File: src/lpi_pkg.sv
// Constants and types shared by the load port handoff interlock.
package lpi_pkg;
    // -------------------------------------------------------------------
    // Timing
    // -------------------------------------------------------------------
    localparam int unsigned LPI_CLK_HZ = 50000000;
    localparam int unsigned LPI_TP3_S = 60;
    localparam int unsigned LPI_TICK_HZ = 1000;
    localparam int unsigned LPI_TICK_DIV = LPI_CLK_HZ / LPI_TICK_HZ;
    localparam int unsigned LPI_TP3_TICKS = LPI_TP3_S * LPI_TICK_HZ;
    localparam int unsigned LPI_CNT_W = 32;
    // -------------------------------------------------------------------
    // Handshake states
    // -------------------------------------------------------------------
    typedef enum logic [2:0] {
        LPI_IDLE,
        LPI_REQ,
        LPI_READY,
        LPI_XFER,
        LPI_DONE,
        LPI_COMPLETE,
        LPI_ERROR
    } lpi_state_t;
endpackage

File: src/lpi_sync.sv
// Two flip-flop level synchroniser for asynchronous inputs.
`timescale 1ns/10ps
`default_nettype none
module lpi_sync #(
    parameter int WIDTH = 1
) (
    // Clock and reset
    input wire logic core_clk,
    input wire logic rst_n,
    // Data
    input wire logic [WIDTH-1:0] async_in,
    output logic [WIDTH-1:0] sync_out
);
    logic [WIDTH-1:0] meta_r;

    always_ff @(posedge core_clk) begin
        if (!rst_n) begin
            meta_r <= '0;
            sync_out <= '0;
        end else begin
            meta_r <= async_in;
            sync_out <= meta_r;
        end
    end
endmodule
`default_nettype wire

File: src/lpi_interlock.sv
// Passive load port handoff interlock with sensor checks and emergency stop.
//
// Summary of operation
// - Load: presence without placement keeps load request high, no completion.
// - Partial sensor state lasting to transfer wait expiry raises timeout error.
// - Unload: placement gone, presence kept keeps unload request high.
// - Unload: presence gone, placement kept keeps unload request high.
// - Emergency stop during unload wait drops emergency ok.
// - Without emergency drop and no removal, unload wait expiry raises timeout.
// - Emergency ok returns once the emergency stop clears.
// - Available, select and valid lead to load or unload request by port state.
// - Request drops after busy once carrier placed or removed with sensors agreeing.
// - Ready drops after complete with busy and transfer request low.
`timescale 1ns/10ps
`default_nettype none
module lpi_interlock
    import lpi_pkg::*;
#(
    parameter int unsigned TICK_DIV = LPI_TICK_DIV,
    parameter int unsigned TP3_TICKS = LPI_TP3_TICKS
) (
    // Clock and reset
    input wire logic core_clk,
    input wire logic rst_n,
    // Handshake inputs from the active party
    input wire logic carrier_select_0,
    input wire logic carrier_select_1,
    input wire logic valid,
    input wire logic transfer_request,
    input wire logic busy,
    input wire logic complete,
    // Port sensors and local stop
    input wire logic presence_sensor,
    input wire logic placement_sensor,
    input wire logic emergency_stop_button,
    input wire logic error_clear,
    // Handshake outputs
    output logic load_request,
    output logic unload_request,
    output logic ready,
    output logic handoff_available,
    output logic emergency_ok,
    // Status
    output logic transfer_wait_timeout
);
    initial begin
        if (TICK_DIV < 1 || TP3_TICKS < 1 || TP3_TICKS >= 2**(LPI_CNT_W-1)) begin
            $error("lpi_interlock: bad timer parameters");
        end
    end

    // -------------------------------------------------------------------
    // Input synchronisation
    // -------------------------------------------------------------------
    logic [7:0] raw_in;
    logic [7:0] sync_in;
    assign raw_in = {carrier_select_0, carrier_select_1, valid, transfer_request,
                     busy, complete, presence_sensor, placement_sensor};
    logic cs0_s, cs1_s, valid_s, treq_s, busy_s, complete_s, pres_s, plac_s, estop_s;
    assign {cs0_s, cs1_s, valid_s, treq_s, busy_s, complete_s, pres_s, plac_s} = sync_in;

    lpi_sync #(.WIDTH(8)) u_sync_link (
        .core_clk(core_clk),
        .rst_n(rst_n),
        .async_in(raw_in),
        .sync_out(sync_in)
    );
    lpi_sync #(.WIDTH(1)) u_sync_stop (
        .core_clk(core_clk),
        .rst_n(rst_n),
        .async_in(emergency_stop_button),
        .sync_out(estop_s)
    );

    // -------------------------------------------------------------------
    // Sensor evaluation
    // -------------------------------------------------------------------
    logic full_s, empty_s, partial_s;
    assign full_s = pres_s && plac_s;
    assign empty_s = !pres_s && !plac_s;
    assign partial_s = pres_s ^ plac_s;

    // -------------------------------------------------------------------
    // Handshake state machine
    // -------------------------------------------------------------------
    lpi_state_t state_r;
    logic unload_r;
    logic tick_r;
    logic [LPI_CNT_W-1:0] div_r;
    logic [LPI_CNT_W-1:0] wait_r;
    logic waiting;
    logic expired;
    assign waiting = (state_r == LPI_XFER) && emergency_ok;
    assign expired = waiting && (wait_r >= TP3_TICKS[LPI_CNT_W-1:0]);

    always_ff @(posedge core_clk) begin
        if (!rst_n) begin
            div_r <= '0;
            tick_r <= 1'b0;
        end else if (div_r >= TICK_DIV[LPI_CNT_W-1:0] - 32'h1) begin
            div_r <= '0;
            tick_r <= 1'b1;
        end else begin
            div_r <= div_r + 32'h1;
            tick_r <= 1'b0;
        end
    end

    always_ff @(posedge core_clk) begin
        if (!rst_n || !waiting) begin
            wait_r <= '0;
        end else if (tick_r && !expired) begin
            wait_r <= wait_r + 32'h1;
        end
    end

    always_ff @(posedge core_clk) begin
        if (!rst_n) begin
            state_r <= LPI_IDLE;
            unload_r <= 1'b0;
        end else if (!emergency_ok) begin
            state_r <= LPI_IDLE;
        end else begin
            unique case (state_r)
                LPI_IDLE: begin
                    if (cs0_s && !cs1_s && valid_s && (full_s || empty_s)) begin
                        state_r <= LPI_REQ;
                        unload_r <= full_s;
                    end
                end
                LPI_REQ: begin
                    if (!valid_s) begin
                        state_r <= LPI_IDLE;
                    end else if (treq_s) begin
                        state_r <= LPI_READY;
                    end
                end
                LPI_READY: begin
                    if (busy_s) begin
                        state_r <= LPI_XFER;
                    end
                end
                LPI_XFER: begin
                    if (expired) begin
                        state_r <= LPI_ERROR;
                    end else if (unload_r ? empty_s : full_s) begin
                        state_r <= LPI_DONE;
                    end
                end
                LPI_DONE: begin
                    if (complete_s && !busy_s && !treq_s) begin
                        state_r <= LPI_COMPLETE;
                    end
                end
                LPI_COMPLETE: begin
                    if (!complete_s && !valid_s && !cs0_s) begin
                        state_r <= LPI_IDLE;
                    end
                end
                LPI_ERROR: begin
                    if (error_clear) begin
                        state_r <= LPI_IDLE;
                    end
                end
            endcase
        end
    end

    // -------------------------------------------------------------------
    // Registered outputs
    // -------------------------------------------------------------------
    always_ff @(posedge core_clk) begin
        if (!rst_n) begin
            emergency_ok <= 1'b0;
        end else begin
            emergency_ok <= !estop_s;
        end
    end

    always_ff @(posedge core_clk) begin
        if (!rst_n) begin
            load_request <= 1'b0;
            unload_request <= 1'b0;
            ready <= 1'b0;
            handoff_available <= 1'b0;
            transfer_wait_timeout <= 1'b0;
        end else begin
            load_request <= (state_r inside {LPI_REQ, LPI_READY, LPI_XFER}) && !unload_r;
            unload_request <= (state_r inside {LPI_REQ, LPI_READY, LPI_XFER}) && unload_r;
            ready <= (state_r inside {LPI_READY, LPI_XFER, LPI_DONE});
            handoff_available <= (state_r != LPI_ERROR) && emergency_ok;
            if (expired) begin
                transfer_wait_timeout <= 1'b1;
            end else if (error_clear) begin
                transfer_wait_timeout <= 1'b0;
            end
        end
    end

    // -------------------------------------------------------------------
    // Assertions
    // -------------------------------------------------------------------
    estop_drop_a: assert property (@(posedge core_clk) disable iff (!rst_n)
        estop_s |=> !emergency_ok)
        else $error("emergency ok not dropped on stop");
    estop_restore_a: assert property (@(posedge core_clk) disable iff (!rst_n)
        $fell(estop_s) |=> emergency_ok)
        else $error("emergency ok not restored");
    load_hold_a: assert property (@(posedge core_clk) disable iff (!rst_n)
        (state_r == LPI_XFER && !unload_r && partial_s && emergency_ok) |=> load_request)
        else $error("load request dropped on partial sensors");
    unload_hold_a: assert property (@(posedge core_clk) disable iff (!rst_n)
        (state_r == LPI_XFER && unload_r && pres_s && emergency_ok) |=> unload_request)
        else $error("unload request dropped with presence active");
    unload_place_a: assert property (@(posedge core_clk) disable iff (!rst_n)
        (state_r == LPI_XFER && unload_r && plac_s && emergency_ok) |=> unload_request)
        else $error("unload request dropped with placement active");
    timeout_set_a: assert property (@(posedge core_clk) disable iff (!rst_n)
        expired |=> transfer_wait_timeout && state_r == LPI_ERROR)
        else $error("timeout not raised on expiry");
    unload_timeout_a: assert property (@(posedge core_clk) disable iff (!rst_n)
        (expired && unload_r) |=> ##1 !unload_request)
        else $error("unload timeout not handled");
    request_answer_a: assert property (@(posedge core_clk) disable iff (!rst_n)
        (state_r == LPI_IDLE && emergency_ok && cs0_s && !cs1_s && valid_s && empty_s)
        |=> ##1 load_request)
        else $error("no load request on select and valid");
    ready_drop_a: assert property (@(posedge core_clk) disable iff (!rst_n)
        (state_r == LPI_DONE && emergency_ok && complete_s && !busy_s && !treq_s) |=> ##1 !ready)
        else $error("ready not dropped after complete");
endmodule
`default_nettype wire

File: config.mk
export PLATFORM = sky130hd
export DESIGN_NAME = lpi_interlock
export DESIGN_NICKNAME = d
export VERILOG_FILES = /design/src/lpi_pkg.sv /design/src/lpi_sync.sv /design/src/lpi_interlock.sv
export SDC_FILE = /design/constraint.sdc
export NUM_CORES = 1
export LEC_CHECK = 0
export ABC_CLOCK_PERIOD_IN_PS = 2300
export BUFFER_PORTS_ARGS = -buffer_cell sky130_fd_sc_hd__clkbuf_2
export CAP_MARGIN = 10
export CORE_MARGIN = 4
export CORE_UTILIZATION = 60
export CTS_CLUSTER_SIZE = 25
export DETAILED_ROUTE_END_ITERATION = 10
export PLACE_DENSITY = 0.78
export RECOVER_POWER = 50
export SLEW_MARGIN = 20
export SYNTH_ARGS = -nofsm -noshare
export SYNTH_HDL_FRONTEND = slang
export SYNTH_SLANG_ARGS = --single-unit
File: constraint.sdc
create_clock -name core_clk -period 2.3 [get_ports core_clk]
set_input_delay 0.115 -clock core_clk [delete_from_list [all_inputs] [get_ports core_clk]]
set_output_delay 0.115 -clock core_clk [all_outputs]
set_load 0.005 [all_outputs]
# Yosys cells after proc, flatten, opt, wreduce, memory -nomap -nowiden
# Index checks and enable logic that the tools add are counted.
[classes]
add_sub_neg = 2
order_cmp = 2
n_eq_ne = 14
muxes = 14
bitwise_logic = 1
n_reduce_logical = 38
[op_table]
columns = ["cell", "count"]
rows = [
  ["$add A32 B1 Y32 const B", 2],
  ["$ge A32 B16 Y1 const B", 2],
  ["$mux W3", 9],
  ["$pmux W3 S7", 1],
  ["$logic_and A1 B1 Y1", 15],
  ["$logic_not A1 Y1", 13],
  ["$eq A3 B3 Y1 const B", 3],
  ["$ne A2 B2 Y1 const B", 4],
  ["$reduce_and A7 Y1", 1],
  ["$eq A3 B2 Y1 const B", 2],
  ["$ne A3 B3 Y1 const B", 2],
  ["$reduce_bool A3 Y1", 2],
  ["$mux W1", 4],
  ["$eq A3 B1 Y1 const B", 1],
  ["$logic_not A3 Y1", 1],
  ["$ne A3 B2 Y1 const B", 1],
  ["$reduce_and A3 Y1", 1],
  ["$logic_or A1 B1 Y1", 2],
  ["$ne A2 B1 Y1 const B", 1],
  ["$reduce_and A2 Y1", 1],
  ["$reduce_bool A2 Y1", 1],
  ["$reduce_or A2 Y1", 1],
  ["$not A1 Y1", 1],
]
[word_totals]
reg_bits = 93
inputBits = 12
out_inout_bits = 6
wordCells = 86

# Longest topological paths before layout
# Gate-level depths: netlist (run 1).
[logic_depth]
depth_word = 6
depth_mapped = 8
mapped_depth_nobuf = 6

# Modules after synthesis
# Synthesis (run 1) repeated with hierarchy kept, for this count alone.
[hier_totals]
cells_unflattened = 358
hier_area_um2 = 3622.2
[by_module_without_submodules]
columns = ["mod", "instances", "cells_each", "area_per_inst_um2", "seq_area_each_um2"]
rows = [
  ["lpi_interlock", 1, 321, 3123.0, 1501.4],
  ["lpi_sync (u_sync_link)", 1, 33, 446.7, 320.3],
  ["lpi_sync (u_sync_stop)", 1, 4, 52.6, 40.0],
]

# Least setup slack after synthesis (run 1)
# Ideal clock, no wire load.
[synth_path]
kind = "register to register"
start = "register div_r[0]"
end = "register div_r[10]"
setup_time_ns = 0.078
arrival_time_ns = 1.872
setup_slack_ns = 0.350
path_stages_with_launch = 9
period_less_slack_ns = 1.950
cell_sequence = "dfxtp_1 > ha_1 > a311o_1 > a21oi_1 > o21ai_0 > a311o_1 > clkbuf_1 > buf_2 > nor3_1"
[synth_between]
elab_chain_cells = 2
word_cells_on_any_way = 3
[synth_rtl]
columns = ["element", "line", "source"]
rows = [
  ["start: declaration", "lpi_interlock.sv:89", "logic [LPI_CNT_W-1:0] div_r;"],
  ["start signal: assignment", "lpi_interlock.sv:104", "div_r <= div_r + 32'h1;"],
  ["$ge A32 B16 Y1", "lpi_interlock.sv:100", "end else if (div_r >= TICK_DIV[LPI_CNT_W-1:0] - 32'h1) begin"],
  ["$reduce_or A2 Y1 (no source line)", "--", ""],
]
# Parallel ways exist; a longest one is shown, timed or not.
# A chain may end at the register's enable or synchronous reset.

# Final worst setup path (run 1)
[layout_path]
start = "register div_r[0]"
end = "register tick_r"
[layout_between]
elab_chain_cells = 2
[layout_rtl]
columns = ["element", "line", "source"]
rows = [
  ["$ge A32 B16 Y1", "lpi_interlock.sv:100", ""],
  ["$mux W1", "lpi_interlock.sv:100", ""],
  ["end signal: assignment", "lpi_interlock.sv:99", "tick_r <= 1'b0;"],
  ["end signal: assignment", "lpi_interlock.sv:102", "tick_r <= 1'b1;"],
  ["end signal: assignment", "lpi_interlock.sv:105", "tick_r <= 1'b0;"],
  ["end: declaration", "lpi_interlock.sv:88", "logic tick_r;"],
]
# No other way between the ends.

==> results of run 1 <==
final timing paths:
| check | from | depth (start not counted) | endpoint | slack, ps |
|---|---|---|---|---|
| setup / recovery | div_r[0] | 6 | tick_r | 240 |
| hold / removal | error_clear | 3 | transfer_wait_timeout | 90 |
| setup reg to reg | div_r[0] | 6 | tick_r | 240 |
| hold reg to reg | u_sync_stop.sync_out | 1 | emergency_ok | 390 |
repair_timing:
item	CTS	global route
hold buffers	9	0
gates resized for setup	0	1
endpoints found under the setup margin	0	4
hold endpoints to repair	9	0
routing by layer:
layer | vias to the layer above | global-route usage (%)
li1 | 1352 | -
met1 | 1215 | 24.6
met2 | 45 | 31.1
met3 | 10 | 5.00
met4 | 0 | 7.19
met5 | - | 0
placed cells by master (no fill, tap or decap), types with 2 or more instances in the layout:
| cell | netlist | layout |
|---|---|---|
| o31a_1 | 3 | 2 |
| clkbuf_1 | 12 | 5 |
| or4_1 | 10 | 10 |
| buf_4 | 0 | 3 |
| inv_1 | 9 | 9 |
| a31oi_1 | 3 | 3 |
| nor2_1 | 14 | 14 |
| dfxtp_1 | 93 | 93 |
| a21oi_1 | 19 | 19 |
| clkbuf_8 | 0 | 9 |
| nand2b_1 | 5 | 5 |
| nor4b_1 | 2 | 2 |
| mux2i_1 | 3 | 3 |
| dlygate4sd3_1 | 0 | 9 |
| conb_1 | 1 | 16 |
| xor2_1 | 10 | 10 |
| or3_1 | 3 | 3 |
| ha_1 | 5 | 5 |
| nor4_1 | 10 | 10 |
| and2_1 | 36 | 24 |
| o21ai_0 | 6 | 6 |
| clkinv_2 | 0 | 3 |
| and3_1 | 7 | 7 |
| nand3_1 | 10 | 10 |
| and2_0 | 1 | 13 |
| nand4_1 | 10 | 10 |
| nor4_2 | 2 | 2 |
| nor3_1 | 17 | 17 |
| o31ai_1 | 10 | 10 |
| nor2b_1 | 5 | 5 |
| and4_1 | 3 | 3 |
| a21o_1 | 2 | 2 |
| clkbuf_2 | 1 | 13 |
| xnor2_1 | 5 | 5 |
| a311o_1 | 2 | 2 |
| nand2_1 | 21 | 21 |
worst max-delay path: stages, from the launching register on:
cell and delay (ps):
dfxtp_1 330, ha_1 230, a311o_1 350, a21oi_1 130, o21ai_0 80, a311o_1 580
and2_1 260
power groups by stage:
| stage | combinational [mW] | sequential [mW] | clock [mW] |
|---|---|---|---|
| 3_5_place_dp | 0.0530 | 1.69 | 0 |
| 2_1_floorplan | 0.0341 | 1.69 | 0 |
| 3_3_place_gp | 0.0512 | 1.69 | 0 |
| 5_1_grt | 0.0760 | 1.66 | 1.18 |
| 6_report | 0.0667 | 1.65 | 1.08 |
| 4_1_cts | 0.0648 | 1.65 | 1.10 |
kinds of logic (layout without fill, tap and decap cells):
| group | count (synthesis) | in the layout | share of synthesized area [%] |
|---|---|---|---|
| buffers and inverters | 27 | 55 | 3.26 |
| adder cells (fa/ha/maj) | 5 | 5 | 1.77 |
| multiplexers | 4 | 4 | 1.17 |
| AO/OA/AOI/OAI | 56 | 56 | 10.6 |
| AND/OR/NAND/NOR | 162 | 162 | 26.7 |
| flip-flops | 93 | 93 | 52.7 |
| other | 1 | 16 | 0.106 |
| XOR/XNOR | 15 | 15 | 3.72 |
through the flow:
stage | worst slack (ps) | cells | util (%)
5_1_grt | 88.0 | 478 | 71.2
4_1_cts | 135 | 478 | 71.4
3_3_place_gp | 221 | 453 | 66.2
2_1_floorplan | 350 | 378 | -
3_5_place_dp | 139 | 453 | 66.2
6_report | 239 | 478 | 71.2
final cells by class:
| cell class | count | share of cell area (%) |
|---|---|---|
| Clock buffer | 9 | 3.10 |
| Clock inverter | 7 | 1.85 |
| Inverter | 9 | 0.846 |
| Multi-Input combinational cell | 258 | 40.4 |
| Sequential cell | 93 | 46.6 |
| Tap cell | 72 | 2.26 |
| Timing Repair Buffer | 30 | 4.92 |
flip-flops by register name (all words and copies together) (netlist names):
register	flops
transfer_wait_timeout	1
wait_r	32
u_sync_link.meta_r	8
u_sync_stop.meta_r	1
load_request	1
u_sync_link.sync_out	8
emergency_ok	1
u_sync_stop.sync_out	1
ready	1
tick_r	1
unload_request	1
div_r	32
handoff_available	1
state_r	3
unload_r	1
==> results.json, run 1 <==
{
  "relSlewSlack_pct": 51.8,
  "area_delta_synth_final_pct": 13.0,
  "p_per_area_mw_per_mm2": 702,
  "grt.overflow.total": 0,
  "clock_sinks": 93,
  "p_comb_share_pct": 2.4,
  "hold_violations": 0,
  "power_mw": 2.80,
  "ys_types": 52,
  "wl_met2_mm": 3.07,
  "cp-start-kind": "register",
  "drive_gt1_share_pct": 9.11,
  "dieWidth_um": 84.7,
  "ys_warn_count": 0,
  "drc": 0,
  "gp_congestion": 0.854,
  "ys_ff_latch": 93,
  "seq_power_share_pct": 59.0,
  "fp-row-count": 27,
  "grt_max_degree": 24,
  "setup_viol": 0,
  "io_pins": 18,
  "first_pass_iters": 4,
  "antenna_found_initial": 0,
  "grt_pass1_vias": 2485,
  "grt_pass1_wl_mm": 11.2,
  "synth-edff-count": 0,
  "core_area_mm2": 0.00561,
  "drv_cap": 0,
  "swShare_pct": 22.1,
  "yosysTopAreaCell": "dfxtp_1",
  "die_area_mm2": 0.00718,
  "run_status": "finished, final reports clean",
  "netlist_area_mm2": 0.00353,
  "synth.area.top_cells": "dfxtp_1 (53%), and2_1 (6.4%), a21oi_1 (2.7%)",
  "max_freq_mhz": 485,
  "worst_skew_pair.late_latency_ps": 350,
  "wl_met3_um": 236,
  "layout.nets": 418,
  "wl_mm": 6.44,
  "diodes": 0,
  "cts-root-buf": "clkbuf_8",
  "wl_met1_mm": 3.02,
  "cts_setup_buffers": 0,
  "synth_common_cells": "dfxtp_1 (93), and2_1 (36), nand2_1 (21), a21oi_1 (19), nor3_1 (17)",
  "placed_area_mm2": 0.00371,
  "grt_usage_pct": 19.2,
  "worstPathRequired_ps": 2550,
  "fin_crit_sh_pct": 89.6,
  "cts_buffers": 9,
  "p_leak_nw": 1.50,
  "cts.clk_slew.worst_paths_ps": 90,
  "h-tree-depth": 3,
  "synthCells": 363,
  "period_needed_ps": 2060,
  "rsz0062_at_grt": "false",
  "avgSynthCellArea_um2": 9.73,
  "hpwl_mm": 4.26,
  "tritoncts": "done",
  "drt-wirelength-per-cell_um": 13.5,
  "ys_seq_area_share_pct": 52.7,
  "start_util_pct": 63.0,
  "fin_worst_skew_ps": 6.82,
  "p_int_mw": 2.18,
  "async_flop_share_pct": 0,
  "dr.max_layer_used": "met4",
  "crit_arrival_ps": 2310,
  "synth_top_area_share_pct": 52.7,
  "worst_pin_slew_ps": 722,
  "vias": 2622,
  "die_y_um": 84.7,
  "seqCellArea_mm2": 0.00186,
  "vias_per_cell": 5.49,
  "crit_fanout": 17,
  "final_cell_area_mm2": 0.00399,
  "multiInputGateArea_mm2": 0.00161,
  "p_clk_share_pct": 38.6,
  "num-fill-cells": 432,
  "ir_drop_v": 0.000549,
  "hp-class": "input pin to register",
  "synth_ff_type": "dfxtp_1",
  "ant_nets": 0,
  "drt_iter0_drc": 111,
  "critPathKind": "register to register",
  "hold_ws_ps": 90.3,
  "yosysMostFrequentCell": "dfxtp_1",
  "tns_ps": 0,
  "switching_power_mw": 0.620,
  "port_buffers": 17,
  "slew_viol_final": 0,
  "end_kind": "register",
  "clockBufferDepth": 2
}
No activity file was read; power rests on OpenSTA's default activity.
==> inputs of run 2 (changes only) <==
SYNTH_HIERARCHICAL = 1   (was unset)
==> run 2 against run 1 <==
First-iteration DRC count down 32%. Synthesized cell count down 1.4%. Combinational power up 12%. Sequential share of layout area down 1.2 points. Register-to-register slack worse by 30 ps. Core utilization down 1.6 points. Power down 1.6%. Wire length down 3.4%.
==> results.json, run 2 <==
{
  "run_status": "finished, final reports clean",
  "p_leak_nw": 1.54,
  "final_cell_area_mm2": 0.00410,
  "h-tree-depth": 3,
  "relSlewSlack_pct": 45.5,
  "wl_mm": 6.22,
  "worstPathRequired_ps": 2580,
  "p_comb_share_pct": 2.7,
  "fin_worst_skew_ps": 10.5,
  "io_pins": 18,
  "timing.final.ws_setup_ps": 212,
  "ys_seq_area_share_pct": 51.4,
  "synth.area.top_cells": "dfxtp_1 (51%), and2_1 (4.3%), and2_2 (2.9%)",
  "end_kind": "register",
  "crit_arrival_ps": 2370,
  "slew_viol_final": 0,
  "die_area_mm2": 0.00734,
  "rsz0062_at_grt": "false",
  "synth_top_area_share_pct": 51.4,
  "cts_buffers": 9,
  "hold_violations": 0,
  "diodes": 0,
  "swShare_pct": 24.0,
  "avgSynthCellArea_um2": 10.1,
  "die_y_um": 85.7,
  "synth_common_cells": "dfxtp_1 (93), nand2_1 (27), and2_1 (25), a21oi_1 (19), nor2_1 (19)",
  "hpwl_mm": 4.20,
  "yosysTopAreaCell": "dfxtp_1",
  "start_util_pct": 61.5,
  "seq_power_share_pct": 59.9,
  "netlist_area_mm2": 0.00362,
  "hp-class": "input pin to register",
  "clock_sinks": 93,
  "synth_ff_type": "dfxtp_1",
  "drt-wirelength-per-cell_um": 12.9,
  "reg.largest.list": "div_r (32), wait_r (32)",
  "synthCells": 358,
  "drv_cap": 0,
  "gp_congestion": 0.818,
  "multiInputGateArea_mm2": 0.00169,
  "antenna_found_initial": 0,
  "clockBufferDepth": 2,
  "first_pass_iters": 4,
  "worst_pin_slew_ps": 816,
  "grt_pass1_wl_mm": 11.4,
  "seqCellArea_mm2": 0.00186,
  "cts_setup_buffers": 0,
  "ir_drop_v": 0.000603,
  "grt_max_degree": 24,
  "placed_area_mm2": 0.00383,
  "fin_crit_sh_pct": 90.8,
  "ys_types": 57,
  "area_delta_synth_final_pct": 13.2,
  "vias_per_cell": 5.39,
  "num-fill-cells": 471,
  "setup_viol": 0,
  "p_per_area_mw_per_mm2": 673,
  "p_clk_share_pct": 37.4,
  "power_mw": 2.76,
  "vias": 2604,
  "drc": 0,
  "grt_pass1_vias": 2624,
  "synth-edff-count": 0,
  "ys_ff_latch": 93,
  "cp-start-kind": "register",
  "drive_gt1_share_pct": 19.4,
  "ant_nets": 0,
  "drt_iter0_drc": 76,
  "critPathKind": "register to register",
  "yosysMostFrequentCell": "dfxtp_1",
  "grt.overflow.total": 0,
  "period_needed_ps": 2090,
  "ys_warn_count": 6,
  "cts-root-buf": "clkbuf_8",
  "grt_usage_pct": 19.5,
  "port_buffers": 17,
  "place_ws_ps": 142,
  "core_area_mm2": 0.00589,
  "tns_ps": 0,
  "worst_skew_pair.late_latency_ps": 360,
  "layout_commonest_cell": "dfxtp_1",
  "fp-row-count": 28,
  "tritoncts": "done",
  "max_freq_mhz": 479,
  "dieWidth_um": 85.7,
  "crit_fanout": 7,
  "cts.clk_slew.worst_paths_ps": 100,
  "final_cell_mix": "dfxtp_1 (93), nand2_1 (27), and2_1 (21)",
  "layout.nets": 420,
  "switching_power_mw": 0.661,
  "async_flop_share_pct": 0,
  "p_int_mw": 2.10
}
==> run 2: cell count changes in the layout (fill, tap and decap cells not counted), moves of 8 or more <==
cell / delta
o31ai_1: -8
and2_0: -9
nor3_2: +9
and2_2: +14
or4_1: -8
==> run 2: critical path, stage by stage, from the launching register on <==
cell     delay (ps)
dfxtp_1         360
ha_1            280
a311o_1         390
a21oi_1         150
o21ai_1          70
a311o_2         400
buf_4           180
nor3_1          170
==> run 2: final timing paths <==
| kind | from | to | slack, ps | depth (start not counted) |
|---|---|---|---|---|
| worst max-delay path | div_r[0] | div_r[3] | 210 | 7 |
| worst min-delay path | error_clear | transfer_wait_timeout | 20 | 3 |
| worst max register to register | div_r[0] | div_r[3] | 210 | 7 |
| worst min register to register | u_sync_stop/sync_out | emergency_ok | 390 | 1 |
==> run 2: per-layer routing <==
layer / part of all wire (%) / up-vias / GRT usage (%) / routed length [µm]
met5: 0 / - / 0 / 0
met4: 1.2 / 0 / 6.91 / 74
met3: 4.1 / 7 / 6.24 / 257
met2: 49 / 48 / 33.5 / 3030
met1: 46 / 1217 / 22.9 / 2850
li1: - / 1332 / - / -
==> run 2: area by class of cell <==
type                       count  area share (%)
tap                           75            2.29
inverter                      11            1.01
clock buffer                   9            3.02
clock inverter                 7            1.65
timing repair buffer          33            5.31
multi-input combinational    255            41.3
sequential                    93            45.4
==> run 2: kinds of logic (layout without fill, tap and decap cells) <==
| group | count (synthesis) | in the layout | share of synthesized area [%] |
|---|---|---|---|
| multiplexers | 4 | 4 | 1.14 |
| flip-flops | 93 | 93 | 51.4 |
| AO/OA/AOI/OAI | 51 | 51 | 9.98 |
| buffers and inverters | 25 | 60 | 3.45 |
| other | 1 | 16 | 0.104 |
| AND/OR/NAND/NOR | 165 | 165 | 28.8 |
| XOR/XNOR | 14 | 14 | 3.39 |
| adder cells (fa/ha/maj) | 5 | 5 | 1.73 |
==> run 2: power by group through the flow <==
stage	clock [mW]	combinational (mW)	sequential, mW
after global routing	1.14	0.0854	1.66
final	1.03	0.0749	1.65
after CTS	1.07	0.0742	1.65
after detailed placement	0	0.0620	1.69
after floorplan	0	0.0459	1.69
after global placement	0	0.0598	1.69
==> run 2: through the flow <==
stage,instances,utilization (%),hold slack [ps]
5_1_grt,483,69.6,24.8
3_3_place_gp,458,65.0,324
6_report,483,69.6,16.8
3_5_place_dp,458,65.0,338
4_1_cts,483,69.8,2.85
2_1_floorplan,373,-,229
==> run 2: what timing repair did <==
| item | CTS | global route |
|---|---|---|
| resized for setup | 0 | 1 |
| hold buffers | 9 | 0 |
| hold endpoints to repair | 9 | 0 |
| setup endpoints to repair | 0 | 6 |
